File: src/design/ext_memory_interface_defs.svh
// register offsets, field positions, reset values and timing counts of the memory port
`ifndef EXT_MEMORY_INTERFACE_DEFS_SVH
`define EXT_MEMORY_INTERFACE_DEFS_SVH

// register bus geometry
`define EXT_MEMORY_INTERFACE_REG_AW        2
`define EXT_MEMORY_INTERFACE_DW            8

// register offsets
`define EXT_MEMORY_INTERFACE_OFS_CONFIG    2'h0
`define EXT_MEMORY_INTERFACE_OFS_PAGE      2'h1
`define EXT_MEMORY_INTERFACE_OFS_TIMING    2'h2
`define EXT_MEMORY_INTERFACE_OFS_STATUS    2'h3

// extmem_config_reg fields
`define EXT_MEMORY_INTERFACE_CFG_ALE_HI    1
`define EXT_MEMORY_INTERFACE_CFG_ALE_LO    0
`define EXT_MEMORY_INTERFACE_CFG_MODE_HI   3
`define EXT_MEMORY_INTERFACE_CFG_MODE_LO   2
`define EXT_MEMORY_INTERFACE_CFG_MUX_BIT   4
`define EXT_MEMORY_INTERFACE_CFG_WMASK     8'h1F

// extmem_timing_reg fields
`define EXT_MEMORY_INTERFACE_TMG_SETUP_HI  7
`define EXT_MEMORY_INTERFACE_TMG_SETUP_LO  6
`define EXT_MEMORY_INTERFACE_TMG_STRB_HI   5
`define EXT_MEMORY_INTERFACE_TMG_STRB_LO   2
`define EXT_MEMORY_INTERFACE_TMG_HOLD_HI   1
`define EXT_MEMORY_INTERFACE_TMG_HOLD_LO   0

// reset values: every programmable delay at its maximum
`define EXT_MEMORY_INTERFACE_CFG_RESET     8'h03
`define EXT_MEMORY_INTERFACE_PAGE_RESET    8'h00
`define EXT_MEMORY_INTERFACE_TMG_RESET     8'hFF

// status register bits
`define EXT_MEMORY_INTERFACE_STS_BUSY_BIT  0
`define EXT_MEMORY_INTERFACE_STS_ONCHIP_BIT 1
`define EXT_MEMORY_INTERFACE_STS_OFF_BIT   2

// fixed overhead: one lead cycle plus a tail of this count plus one
`define EXT_MEMORY_INTERFACE_TAIL_CNT      4'h2
`define EXT_MEMORY_INTERFACE_CNT_ONE       4'h1
`define EXT_MEMORY_INTERFACE_CNT_ZERO      4'h0

// on-chip data space boundary, default
`define EXT_MEMORY_INTERFACE_EXTERNAL_DATA_RAM_SPACE_SIZE     16'h0200

`endif

File: src/design/ext_memory_interface_pkg.sv
// types shared by the external memory port controller
package ext_memory_interface_pkg;

  typedef enum logic [7:0] {
    ST_IDLE    = 8'h01,
    ST_OVH_A   = 8'h02,
    ST_ALE     = 8'h04,
    ST_ALE_GAP = 8'h08,
    ST_SETUP   = 8'h10,
    ST_STROBE  = 8'h20,
    ST_HOLD    = 8'h40,
    ST_OVH_B   = 8'h80
  } access_state_t;

  typedef enum logic [1:0] {
    MODE_ONCHIP       = 2'h0,
    MODE_SPLIT_NOBANK = 2'h1,
    MODE_SPLIT_BANK   = 2'h2,
    MODE_OFFCHIP      = 2'h3
  } mem_mode_t;

  typedef struct packed {
    access_state_t st;
    logic [3:0]    cnt;
    logic [15:0]   addr;
    logic          upper_drive;
    logic          mux;
    logic          write;
    logic [7:0]    wdata;
    logic [7:0]    rdata;
    logic          done;
    logic          onchip;
    logic          busy;
    logic [7:0]    cfg;
    logic [7:0]    page;
    logic [7:0]    tmg;
    logic [7:0]    bus_rdata;
    logic [15:0]   addr_drv;
    logic [15:0]   addr_en;
    logic [7:0]    data_drv;
    logic          data_en;
    logic          rd_n;
    logic          wr_n;
    logic          ale;
    logic          claim;
  } ctrl_state_t;

endpackage : ext_memory_interface_pkg

File: src/design/external_memory_port_ctrl.sv
// external memory port controller: address modes, programmable pin timing, register file
//
// Overview of operation
// pins are claimed only during an off-chip move, then released to port latches
// software parks the port latches high so idle pins rest inactive
// data pins are not driven while they act as inputs, e.g. during reads
// open-drain or push-pull choice stays with the port output mode registers
// mode 10: addresses below the on-chip size go on-chip, others off-chip
// bank mode 8-bit: page register decides and forms A15..8, all 16 lines driven
// bank mode 16-bit: data pointer decides; all 16 lines driven off-chip
// mode 11: every move goes off-chip, on-chip space hidden even at 0x0000
// off-only mode 8-bit: page ignored, A15..8 not driven, A7..0 from indirect
// off-only mode 16-bit: data pointer gives address, all 16 lines driven
// setup, hold, strobe and latch widths are programmable in core clocks
// access length is the sum of programmed times plus four cycles
// shortest non-multiplexed access is five cycles, one of them strobe
// multiplexed mode adds at least two latch cycles, seven minimum
// setup and hold fields reset to their maximum delay
// multiplexed or non-multiplexed operation is chosen in the config register
// the mode field selects one of four address mappings
// strobe starts after setup; address held through hold after strobe
// read data sampled at the end of the read strobe and returned; here the pins are taken two cycles before its end
//
// Decided for this implementation: the register offsets and the strobed register port.
`timescale 1ns/100ps
`include "ext_memory_interface_defs.svh"
module external_memory_port_ctrl
  import ext_memory_interface_pkg::*;
#(
  parameter logic [15:0] EXTERNAL_DATA_RAM_SPACE_SIZE = `EXT_MEMORY_INTERFACE_EXTERNAL_DATA_RAM_SPACE_SIZE
) (
  input  wire logic [`EXT_MEMORY_INTERFACE_REG_AW-1:0] reg_addr,     // register offset
  input  wire logic [7:0]              reg_wdata,    // register write data
  input  wire logic                    reg_wr,       // register write strobe
  input  wire logic                    reg_rd,       // register read strobe
  output logic      [7:0]              reg_rdata,    // read data, cycle after strobe
  input  wire logic                    clk,          // core clock, 40 MHz
  input  wire logic                    reset,        // async reset, active high
  input  wire logic                    ce,           // clock enable, freezes all state
  input  wire logic                    acc_req,      // move request pulse from core
  input  wire logic                    acc_write,    // 1 = write, 0 = read
  input  wire logic                    acc_wide,     // 1 = 16-bit pointer form
  input  wire logic [7:0]              acc_ind_addr, // indirect register low address
  input  wire logic [15:0]             acc_data_pointer_reg,     // data pointer register
  input  wire logic [7:0]              acc_wdata,    // byte to write
  output logic                         acc_done,     // completion pulse
  output logic      [7:0]              acc_rdata,    // byte read off-chip
  output logic                         acc_onchip,   // done pulse was an on-chip route
  output logic                         acc_busy,     // off-chip move in progress
  output logic      [15:0]             addr_drv,     // address pin levels
  output logic      [15:0]             addr_en,      // address pin drive enables
  output logic      [7:0]              data_drv,     // data pin levels
  output logic                         data_en,      // data pin drive enable
  input  wire logic [7:0]              data_pin,     // data pin levels seen
  output logic                         rd_strobe_n,  // read strobe, active low
  output logic                         wr_strobe_n,  // write strobe, active low
  output logic                         addr_latch,   // address latch pulse, active high
  output logic                         ctl_en,       // strobe/latch pin drive enable
  output logic                         port_claim    // pins taken from port latches
);

  ctrl_state_t r_r;
  ctrl_state_t r_nxt;
  logic [7:0]  din_s;

  // read data come from outside the clock domain
  pin_sync #(
    .W (8)
  ) u_din_sync (
    .clk   (clk),
    .reset (reset),
    .ce    (ce),
    .d     (data_pin),
    .q     (din_s)
  );

  // programmed fields
  mem_mode_t  mode;
  logic [1:0] ale_f;
  logic [1:0] setup_f;
  logic [3:0] strb_f;
  logic [1:0] hold_f;
  logic [15:0] eff_addr;
  logic        off_sel;
  logic        phase_addr;
  logic        phase_data;

  assign mode    = mem_mode_t'(r_r.cfg[`EXT_MEMORY_INTERFACE_CFG_MODE_HI:`EXT_MEMORY_INTERFACE_CFG_MODE_LO]);
  assign ale_f   = r_r.cfg[`EXT_MEMORY_INTERFACE_CFG_ALE_HI:`EXT_MEMORY_INTERFACE_CFG_ALE_LO];
  assign setup_f = r_r.tmg[`EXT_MEMORY_INTERFACE_TMG_SETUP_HI:`EXT_MEMORY_INTERFACE_TMG_SETUP_LO];
  assign strb_f  = r_r.tmg[`EXT_MEMORY_INTERFACE_TMG_STRB_HI:`EXT_MEMORY_INTERFACE_TMG_STRB_LO];
  assign hold_f  = r_r.tmg[`EXT_MEMORY_INTERFACE_TMG_HOLD_HI:`EXT_MEMORY_INTERFACE_TMG_HOLD_LO];

  // effective address: 8-bit form takes the page byte above the indirect byte
  assign eff_addr = acc_wide ? acc_data_pointer_reg : {r_r.page, acc_ind_addr};

  // route decision per memory mode
  always_comb begin
    case (mode)
      MODE_ONCHIP:       off_sel = 1'b0;
      MODE_SPLIT_NOBANK: off_sel = (eff_addr >= EXTERNAL_DATA_RAM_SPACE_SIZE);
      MODE_SPLIT_BANK:   off_sel = (eff_addr >= EXTERNAL_DATA_RAM_SPACE_SIZE);
      MODE_OFFCHIP:      off_sel = 1'b1;
      default:           off_sel = 1'b0;
    endcase
  end

  // next state
  always_comb begin
    r_nxt      = r_r;
    r_nxt.done = 1'b0;
    phase_addr = 1'b0;
    phase_data = 1'b0;

    // register writes; only the defined config bits store
    if (reg_wr) begin
      case (reg_addr)
        `EXT_MEMORY_INTERFACE_OFS_CONFIG: r_nxt.cfg  = reg_wdata & `EXT_MEMORY_INTERFACE_CFG_WMASK;
        `EXT_MEMORY_INTERFACE_OFS_PAGE:   r_nxt.page = reg_wdata;
        `EXT_MEMORY_INTERFACE_OFS_TIMING: r_nxt.tmg  = reg_wdata;
        default:          r_nxt.cfg  = r_r.cfg;
      endcase
    end

    // register reads; answer stands one cycle after the strobe
    if (reg_rd) begin
      case (reg_addr)
        `EXT_MEMORY_INTERFACE_OFS_CONFIG: r_nxt.bus_rdata = r_r.cfg;
        `EXT_MEMORY_INTERFACE_OFS_PAGE:   r_nxt.bus_rdata = r_r.page;
        `EXT_MEMORY_INTERFACE_OFS_TIMING: r_nxt.bus_rdata = r_r.tmg;
        `EXT_MEMORY_INTERFACE_OFS_STATUS: begin
          r_nxt.bus_rdata = 8'h00;
          r_nxt.bus_rdata[`EXT_MEMORY_INTERFACE_STS_BUSY_BIT]   = r_r.busy;
          r_nxt.bus_rdata[`EXT_MEMORY_INTERFACE_STS_ONCHIP_BIT] = r_r.onchip;
          r_nxt.bus_rdata[`EXT_MEMORY_INTERFACE_STS_OFF_BIT]    = r_r.upper_drive;
        end
        default:          r_nxt.bus_rdata = 8'h00;
      endcase
    end

    // access sequencer; requests outside idle are ignored
    case (r_r.st)
      ST_IDLE: begin
        if (acc_req) begin
          if (off_sel) begin
            r_nxt.st          = ST_OVH_A;
            r_nxt.addr        = eff_addr;
            r_nxt.upper_drive = acc_wide || (mode == MODE_SPLIT_BANK);
            r_nxt.mux         = r_r.cfg[`EXT_MEMORY_INTERFACE_CFG_MUX_BIT];
            r_nxt.write       = acc_write;
            r_nxt.wdata       = acc_wdata;
            r_nxt.onchip      = 1'b0;
            r_nxt.cnt         = `EXT_MEMORY_INTERFACE_CNT_ZERO;
          end else begin
            // on-chip route finishes without touching the pins
            r_nxt.done   = 1'b1;
            r_nxt.onchip = 1'b1;
          end
        end
      end
      ST_OVH_A: begin
        if (r_r.mux) begin
          r_nxt.st  = ST_ALE;
          r_nxt.cnt = {2'h0, ale_f};
        end else begin
          phase_addr = 1'b1;
        end
      end
      ST_ALE: begin
        if (r_r.cnt == `EXT_MEMORY_INTERFACE_CNT_ZERO) begin
          r_nxt.st = ST_ALE_GAP;
        end else begin
          r_nxt.cnt = r_r.cnt - `EXT_MEMORY_INTERFACE_CNT_ONE;
        end
      end
      ST_ALE_GAP: begin
        phase_addr = 1'b1;
      end
      ST_SETUP: begin
        if (r_r.cnt == `EXT_MEMORY_INTERFACE_CNT_ZERO) begin
          r_nxt.st  = ST_STROBE;
          r_nxt.cnt = strb_f;
        end else begin
          r_nxt.cnt = r_r.cnt - `EXT_MEMORY_INTERFACE_CNT_ONE;
        end
      end
      ST_STROBE: begin
        if (r_r.cnt == `EXT_MEMORY_INTERFACE_CNT_ZERO) begin
          if (!r_r.write) begin
            r_nxt.rdata = din_s;
          end
          phase_data = 1'b1;
        end else begin
          r_nxt.cnt = r_r.cnt - `EXT_MEMORY_INTERFACE_CNT_ONE;
        end
      end
      ST_HOLD: begin
        if (r_r.cnt == `EXT_MEMORY_INTERFACE_CNT_ZERO) begin
          r_nxt.st  = ST_OVH_B;
          r_nxt.cnt = `EXT_MEMORY_INTERFACE_TAIL_CNT;
        end else begin
          r_nxt.cnt = r_r.cnt - `EXT_MEMORY_INTERFACE_CNT_ONE;
        end
      end
      ST_OVH_B: begin
        if (r_r.cnt == `EXT_MEMORY_INTERFACE_CNT_ZERO) begin
          r_nxt.st   = ST_IDLE;
          r_nxt.done = 1'b1;
        end else begin
          r_nxt.cnt = r_r.cnt - `EXT_MEMORY_INTERFACE_CNT_ONE;
        end
      end
      default: begin
        r_nxt.st = ST_IDLE;
      end
    endcase

    // a zero setup field goes straight to the strobe
    if (phase_addr) begin
      if (setup_f != 2'h0) begin
        r_nxt.st  = ST_SETUP;
        r_nxt.cnt = {2'h0, setup_f} - `EXT_MEMORY_INTERFACE_CNT_ONE;
      end else begin
        r_nxt.st  = ST_STROBE;
        r_nxt.cnt = strb_f;
      end
    end

    // a zero hold field goes straight to the tail overhead
    if (phase_data) begin
      if (hold_f != 2'h0) begin
        r_nxt.st  = ST_HOLD;
        r_nxt.cnt = {2'h0, hold_f} - `EXT_MEMORY_INTERFACE_CNT_ONE;
      end else begin
        r_nxt.st  = ST_OVH_B;
        r_nxt.cnt = `EXT_MEMORY_INTERFACE_TAIL_CNT;
      end
    end

    // pin levels registered from the next state so every pin leaves a flop
    r_nxt.busy     = (r_nxt.st != ST_IDLE);
    r_nxt.claim    = r_nxt.busy;
    r_nxt.addr_drv = r_nxt.addr;
    r_nxt.addr_en  = 16'h0000;
    if (r_nxt.claim) begin
      r_nxt.addr_en[15:8] = r_nxt.upper_drive ? 8'hFF : 8'h00;
      r_nxt.addr_en[7:0]  = r_nxt.mux ? 8'h00 : 8'hFF;
    end
    r_nxt.ale = (r_nxt.st == ST_ALE);
    // only output mode is untouched here: drive enables alone reach the port
    r_nxt.rd_n = !((r_nxt.st == ST_STROBE) && !r_nxt.write);
    r_nxt.wr_n = !((r_nxt.st == ST_STROBE) && r_nxt.write);
    if (r_nxt.mux && ((r_nxt.st == ST_ALE) || (r_nxt.st == ST_ALE_GAP))) begin
      r_nxt.data_drv = r_nxt.addr[7:0];
      r_nxt.data_en  = 1'b1;
    end else begin
      r_nxt.data_drv = r_nxt.wdata;
      // reads never drive the data lines while they are inputs
      r_nxt.data_en  = r_nxt.write && ((r_nxt.st == ST_SETUP) ||
                       (r_nxt.st == ST_STROBE) || (r_nxt.st == ST_HOLD));
    end
  end

  // state register; the reset value sets every delay to maximum
  always_ff @(posedge clk or posedge reset) begin
    if (reset) begin
      r_r      <= '0;
      r_r.st   <= ST_IDLE;
      r_r.cfg  <= `EXT_MEMORY_INTERFACE_CFG_RESET;
      r_r.page <= `EXT_MEMORY_INTERFACE_PAGE_RESET;
      r_r.tmg  <= `EXT_MEMORY_INTERFACE_TMG_RESET;
      r_r.rd_n <= 1'b1;
      r_r.wr_n <= 1'b1;
    end else if (ce) begin
      r_r <= r_nxt;
    end
  end

  // outputs straight from the state flops
  assign reg_rdata   = r_r.bus_rdata;
  assign acc_done    = r_r.done;
  assign acc_rdata   = r_r.rdata;
  assign acc_onchip  = r_r.onchip;
  assign acc_busy    = r_r.busy;
  assign addr_drv    = r_r.addr_drv;
  assign addr_en     = r_r.addr_en;
  assign data_drv    = r_r.data_drv;
  assign data_en     = r_r.data_en;
  assign rd_strobe_n = r_r.rd_n;
  assign wr_strobe_n = r_r.wr_n;
  assign addr_latch  = r_r.ale;
  assign ctl_en      = r_r.claim;
  assign port_claim  = r_r.claim;

endmodule : external_memory_port_ctrl

File: src/design/pin_sync.sv
// two-stage synchroniser for pin inputs
`timescale 1ns/100ps
module pin_sync #(
  parameter int W = 8
) (
  input  wire logic         clk,   // core clock
  input  wire logic         reset, // async reset, active high
  input  wire logic         ce,    // clock enable
  input  wire logic [W-1:0] d,     // asynchronous pin level
  output logic      [W-1:0] q      // synchronised level
);
  logic [W-1:0] meta_r;

  // first stage feeds only the second stage
  always_ff @(posedge clk or posedge reset) begin
    if (reset) begin
      meta_r <= '0;
      q      <= '0;
    end else if (ce) begin
      meta_r <= d;
      q      <= meta_r;
    end
  end
endmodule : pin_sync

File: config.mk
export PLATFORM = sky130hd
export DESIGN_NAME = external_memory_port_ctrl
export DESIGN_NICKNAME = d
export VERILOG_FILES = /design/src/design/ext_memory_interface_pkg.sv /design/src/design/external_memory_port_ctrl.sv /design/src/design/pin_sync.sv
export VERILOG_INCLUDE_DIRS = /design/src /design/src/design
export SDC_FILE = /design/constraint.sdc
export NUM_CORES = 1
export LEC_CHECK = 0
export ABC_CLOCK_PERIOD_IN_PS = 8700
export BUFFER_PORTS_ARGS = -buffer_cell sky130_fd_sc_hd__buf_4
export CORE_MARGIN = 2
export CORE_UTILIZATION = 55
export CTS_CLUSTER_DIAMETER = 100
export DETAILED_ROUTE_END_ITERATION = 6
export GPL_ROUTABILITY_DRIVEN = 0
export PLACE_DENSITY_LB_ADDON = 0.1
export SETUP_SLACK_MARGIN = 0.15
export SLEW_MARGIN = 30
export SYNTH_ARGS = -nofsm -noshare
export SYNTH_HDL_FRONTEND = slang
export SYNTH_SLANG_ARGS = --single-unit
File: constraint.sdc
create_clock -name clk -period 8.7 [get_ports clk]
set_clock_uncertainty 0.1 [all_clocks]
set_input_delay 0.435 -clock clk [delete_from_list [all_inputs] [get_ports clk]]
set_output_delay 0.435 -clock clk [all_outputs]
set_load 0.1 [all_outputs]
Word-level counts from Yosys, hierarchy flattened
Index checks and enable logic that the tools add are counted.
Cells by class
  $add $sub $neg: 3
  order comparisons: 1
  equal/unequal tests: 24
  mux-type cells: 31
  bitwise operators: 1
  reduce and logical (&&, ||, !) cells: 28
Operators with widths (count)
  $mux 39: 2
  $pmux 8 s7: 1
  $mux 12: 4
  $mux 8: 6
  $mux 16: 2
  $pmux 8 s4: 1
  $mux 27: 1
  $pmux 4 s5: 1
  $eq 8x3->1 const B: 2
  $eq 8x4->1 const B: 2
  $eq 8x5->1 const B: 2
  $eq 8x6->1 const B: 2
  $eq 8x7->1 const B: 2
  $ge 16x10->1 const B: 1
  $ne 4x4->1 const B: 4
  $mux 4: 3
  $reduce_and 3->1: 4
  $mux 10: 1
  $mux 9: 1
  $eq 2x2->1 const B: 4
  $eq 8x1->1 const B: 1
  $eq 8x2->1 const B: 1
  $eq 8x8->1 const B: 1
  $ne 8x1->1 const B: 1
  other kinds (20): 38
Storage, ports and cells
  register bits after elaboration: 123
  input port bits: 58
  output and inout bits: 65
  logic and storage cells: 112

Longest topological paths before layout
  word-level depth: 13
  gate-level depth with buffers: 12

Hierarchy
Synthesis repeated with hierarchy kept, for this count alone.
Second synthesis, totals
  cell total of the unflattened synthesis: 547
  area, all modules: 6064.6 sq um
Modules (own cells, without submodules)
  external_memory_port_ctrl: times used 1, cells an instance 512, area an instance 5411.4 sq um, sequential area each 2343.5 sq um
  pin_sync: times used 1, cells an instance 35, area an instance 653.1 sq um, sequential area each 400.4 sq um

Least setup slack after synthesis
No wires, ideal clock.
  path type: register -> register
  from: register r_r[119] (netlist name)
  to: register r_r (netlist bit data_drv[3])
  library setup time: 0.132 ns
  data arrival time: 1.968 ns
  setup slack: 6.500 ns
  cell stages (with the launch flop): 9
  buffers on the path: 2
  path through: dfstp_2 nor4b_4 and3_2 nor2b_1 buf_2 buf_4 mux2_2 mux2i_1 o21ai_1
Between the ends
  cells in the longest elaborated chain, start to end: 9
  elaborated cells on any way between the ends: 27
Ends and longest elaborated chain
  start: declaration: line external_memory_port_ctrl.sv:62  | ctrl_state_t r_r;
  start signal: assignment: line external_memory_port_ctrl.sv:275  | r_r <= r_nxt;
  $eq 8x6->1, or another cell as far along: line external_memory_port_ctrl.sv:142  | case (r_r.st)
  $reduce_or 2->1 (no line) / $mux 39 (equally long branches)
  $pmux 8 s7: line external_memory_port_ctrl.sv:142
  $mux 12: line external_memory_port_ctrl.sv:219  | if (phase_addr) begin
  $mux 12: line external_memory_port_ctrl.sv:230  | if (phase_data) begin
  $eq 8x3->1 / $eq 8x4->1 (equally long branches): line external_memory_port_ctrl.sv:253  | if (r_nxt.mux && ((r_nxt.st == ST_ALE) || (r_nxt.st == ST_ALE_GAP))) begin
  $logic_or 1x1->1: line external_memory_port_ctrl.sv:253
  $logic_and 1x1->1: line external_memory_port_ctrl.sv:253
  $mux 9 (*): line external_memory_port_ctrl.sv:253
Mark *: on every way between the ends. The rest lies on a longest branch, timed or not. The select of a mux whose other input is x is not followed.
A chain may end at the register's enable or synchronous reset.

Final worst setup path
  from: register r_r (netlist bit mode[0])
  to: register r_r[89] (netlist name)
Between the ends
  cells in the longest elaborated chain, start to end: 6
  elaborated cells on any way between the ends: 9
Ends and longest elaborated chain
  $eq 2x2->1 / $eq 2x1->1 (equally long branches): line external_memory_port_ctrl.sv:99  | case (mode)
  $reduce_or 2->1 (no line)
  $pmux 1 s3 (*): line external_memory_port_ctrl.sv:99
  $mux 39 (*): line external_memory_port_ctrl.sv:145  | if (off_sel) begin
  $mux 39 (*): line external_memory_port_ctrl.sv:144  | if (acc_req) begin
  $mux 27 (*): line external_memory_port_ctrl.sv:142
Marked as above.

==> metrics.txt <==
status finished, final reports clean; xor/xnor share of the synthesized area 0.00884; total gr overflow 0; Combinational Power Share 0.531; vias in the first global route roughly 4000; pwr/cell area between 300 and 400 nW/um2; CTS Buf Count 9; Synth Flop Type dfrtp_1; Slew headroom 0.440; Final HPWL DP roughly 9300 um; main combinational cell family by area after synthesis multiplexers; unrepaired setup endpoints after global routing false; placed instance area about 6500 um2; Final Max Tran Viols 0; Clock transition at path regs roughly 110 ps; Avg Inst Size Synth ~11 um2; Net Switching 1.26 mW; Hold-fix buffers, CTS 1; Compound-Gate Fraction of Synth Area 0.0998; First DRT Iteration DRCs between 300 and 400; maximum operating frequency 335 MHz; Hold Crit Class primary input to flop; final WL 12800 um; Post-Place Worst Slack approximately 5600 ps; Pint roughly 1.1 mW; fin crit period ~3000 ps; Setup CP Type flop to flop; Final Cell Area roughly 6700 um2; share of layout cells above drive strength 1 0.405; IO Count about 120; H-tree Lvls 3; setup tns final 0 ps; Fillers 846; first-pass GRT wire length 20400 um; Crit Reg-Reg Endpoint r_r[89]$_DFFE_PP0P_; Die Y 108 um; syn_nets 610; synth top area cells dfrtp_1, mux2_2, buf_4, dfstp_2, mux2i_1; WP data required 8870 ps; post-synthesis sequential area ratio 0.462; critical path capture point type flop; port bufs 122; Post-Synth Simple-Gate Area 0.120; Vias between 4000 and 5000; Worst Path Arrival between 3000 and 4000 ps; Clock Path Buffers 2; crit path launch type flop; final worst slack between 5000 and 6000 ps; first-pass detailed-route iteration total 5; clock sinks about 110; Setup violations, final 0; Least-Margin Pin Slew approximately 830 ps; max_cap viols 0; sw frac 0.529; Post-Synth Adder-Cell Area 0.0147; VDD IR-drop max roughly 290 uV; r2r setup slk between 5000 and 6000 ps; post-synthesis cell area 5940 um2; post_cts resized 0; fin nets approximately 660; EDFF count, synth 0; root buffer cell clkbuf_8; Syn Inst Count ~550; total core area approximately 10000 um2; Post-route DRC 0; worst skew pair latency between 300 and 400 ps; hold path endpoint mode[0]$_DFFE_PP0P_; initial antenna violation count 0; Unique masters post-synth slightly above 60; hold slack between 150 and 200 ps; P&R area growth vs syn 12.9%; initial core utilization 0.571; Cells on Worst Hold Path 3; asr flop ratio synth 1.00; Finished Core Util 0.644; Clk pwr share 0.140; Pleak 3.20 nW; crit-path max FO 26; largest net degree at the start of global routing 70; post-route antenna net violation count 0; Multi-input gate area between 2000 and 3000 um2; period utilisation layout 0.344; sequential share of power 0.328; post-CTS setup repair buffer count 0; Seq. cell area about 2700 um2; CTS tree done; mux share of post-synthesis cell area 0.187; hold path start reg_wdata[2]; DR WL/cell around 17 um; Die Span X about 110 um; Seq cells post-synth ~110; row cnt 37; die area 11700 um2; # diodes 0; post-synth top area cell dfrtp_1; R2R Path Start mode[0]$_DFFE_PP0P_; Syn. warnings 0; Total Routing Usage GR 0.228; final hold violations 0; Yosys top cell area share 0.404; vias per cell around 5.6; reg2reg path depth 10
[Yosys cell counts, types with 3 or more instances]
library cell	n
a21oi_1	24
a22oi_1	5
and3_1	3
buf_2	9
buf_4	61
buf_6	4
clkbuf_1	13
dfrtp_1	96
dfstp_2	13
ha_1	7
inv_1	11
mux2_2	66
mux2i_1	29
mux4_2	3
nand2_1	53
nand2b_1	4
nand3_1	14
nor2_1	18
nor2b_1	5
nor3_1	6
nor4_1	3
o211ai_1	5
o21a_1	3
o21ai_0	34
o21ai_1	4
o22ai_1	6
xor2_1	4
[kinds of logic after synthesis]
group,Yosys count
mux,99
buf+inv,99
simple gates,128
fa+ha+maj,7
xor+xnor,6
compound gates,97
flops,109
[power by group through the flow]
stage | registers, mW | clock network (mW) | logic [mW]
after floorplan | 0.786 | 0 | 1.12
after global placement | 0.785 | 0 | 1.25
after detailed placement | 0.790 | 0 | 1.26
after CTS | 0.780 | 0.340 | 1.27
after global routing | 0.801 | 0.364 | 1.32
final | 0.781 | 0.333 | 1.26
[registers in the layout, indices dropped and copies added, names as in the netlist, 2 cells and up]
register / count
addr_drv: 16
ale_f: 2
addr_en: 2
mode: 2
hold_f: 2
reg_rdata: 8
data_drv: 8
r_r: 38
acc_rdata: 8
u_din_sync.q: 8
u_din_sync.meta_r: 8
[cell usage in the layout (no fill, tap or decap), types with 13 or more instances in the layout]
master / count
nor2_1: 18
o21ai_0: 34
a21oi_1: 24
dfrtp_1: 96
mux2i_1: 29
dfstp_2: 13
nand3_1: 14
nand2_1: 53
mux2_2: 66
buf_4: 126
[critical path: stages, from the launching register on]
cell and delay (ps):
dfrtp_1 410, inv_1 130, ha_1 240, nand2b_1 90, a21oi_1 60, a21oi_1 270, nor2b_1 70, buf_4 200
nand2_1 550, buf_4 380, mux2_2 370
[routing by layer]
layer | vias to the layer above | share of wire | global-route usage | wire length (um)
li1 | 1972 | - | - | -
met1 | 2064 | 0.44 | 0.303 | 5620
met2 | 113 | 0.50 | 0.382 | 6390
met3 | 13 | 0.048 | 0.0416 | 607
met4 | 0 | 0.012 | 0.0733 | 151
met5 | - | 0 | 0 | 0
[area by class of cell]
class / count / area share
clock buffers: 9 / 0.0185
clock inverters: 7 / 0.0134
inverters: 12 / 0.00709
multi-input cells: 337 / 0.381
flip-flops and latches: 109 / 0.409
well taps: 136 / 0.0254
repair buffers: 128 / 0.145
[through the flow]
stage	instances	power, mW
after floorplan	545	1.90
after global placement	720	2.04
after detailed placement	720	2.05
after CTS	737	2.39
after global routing	738	2.49
final	738	2.38
[how the worst max path moves through the flow]
stage                             start                    to  slack, ps  cells after the start
floorplan                         reset  acc_done$_DFFE_PP0P_       5310                      1
global placement               acc_wide   r_r[88]$_DFFE_PP0P_       5610                      9
detailed placement             acc_wide   r_r[89]$_DFFE_PP0P_       5560                      9
CTS                 mode[0]$_DFFE_PP0P_   r_r[89]$_DFFE_PP0P_       5750                     10
global route        mode[0]$_DFFE_PP0P_   r_r[89]$_DFFE_PP0P_       5530                     10
finish              mode[0]$_DFFE_PP0P_   r_r[89]$_DFFE_PP0P_       5710                     10
Power figures use the tool's default switching activity.
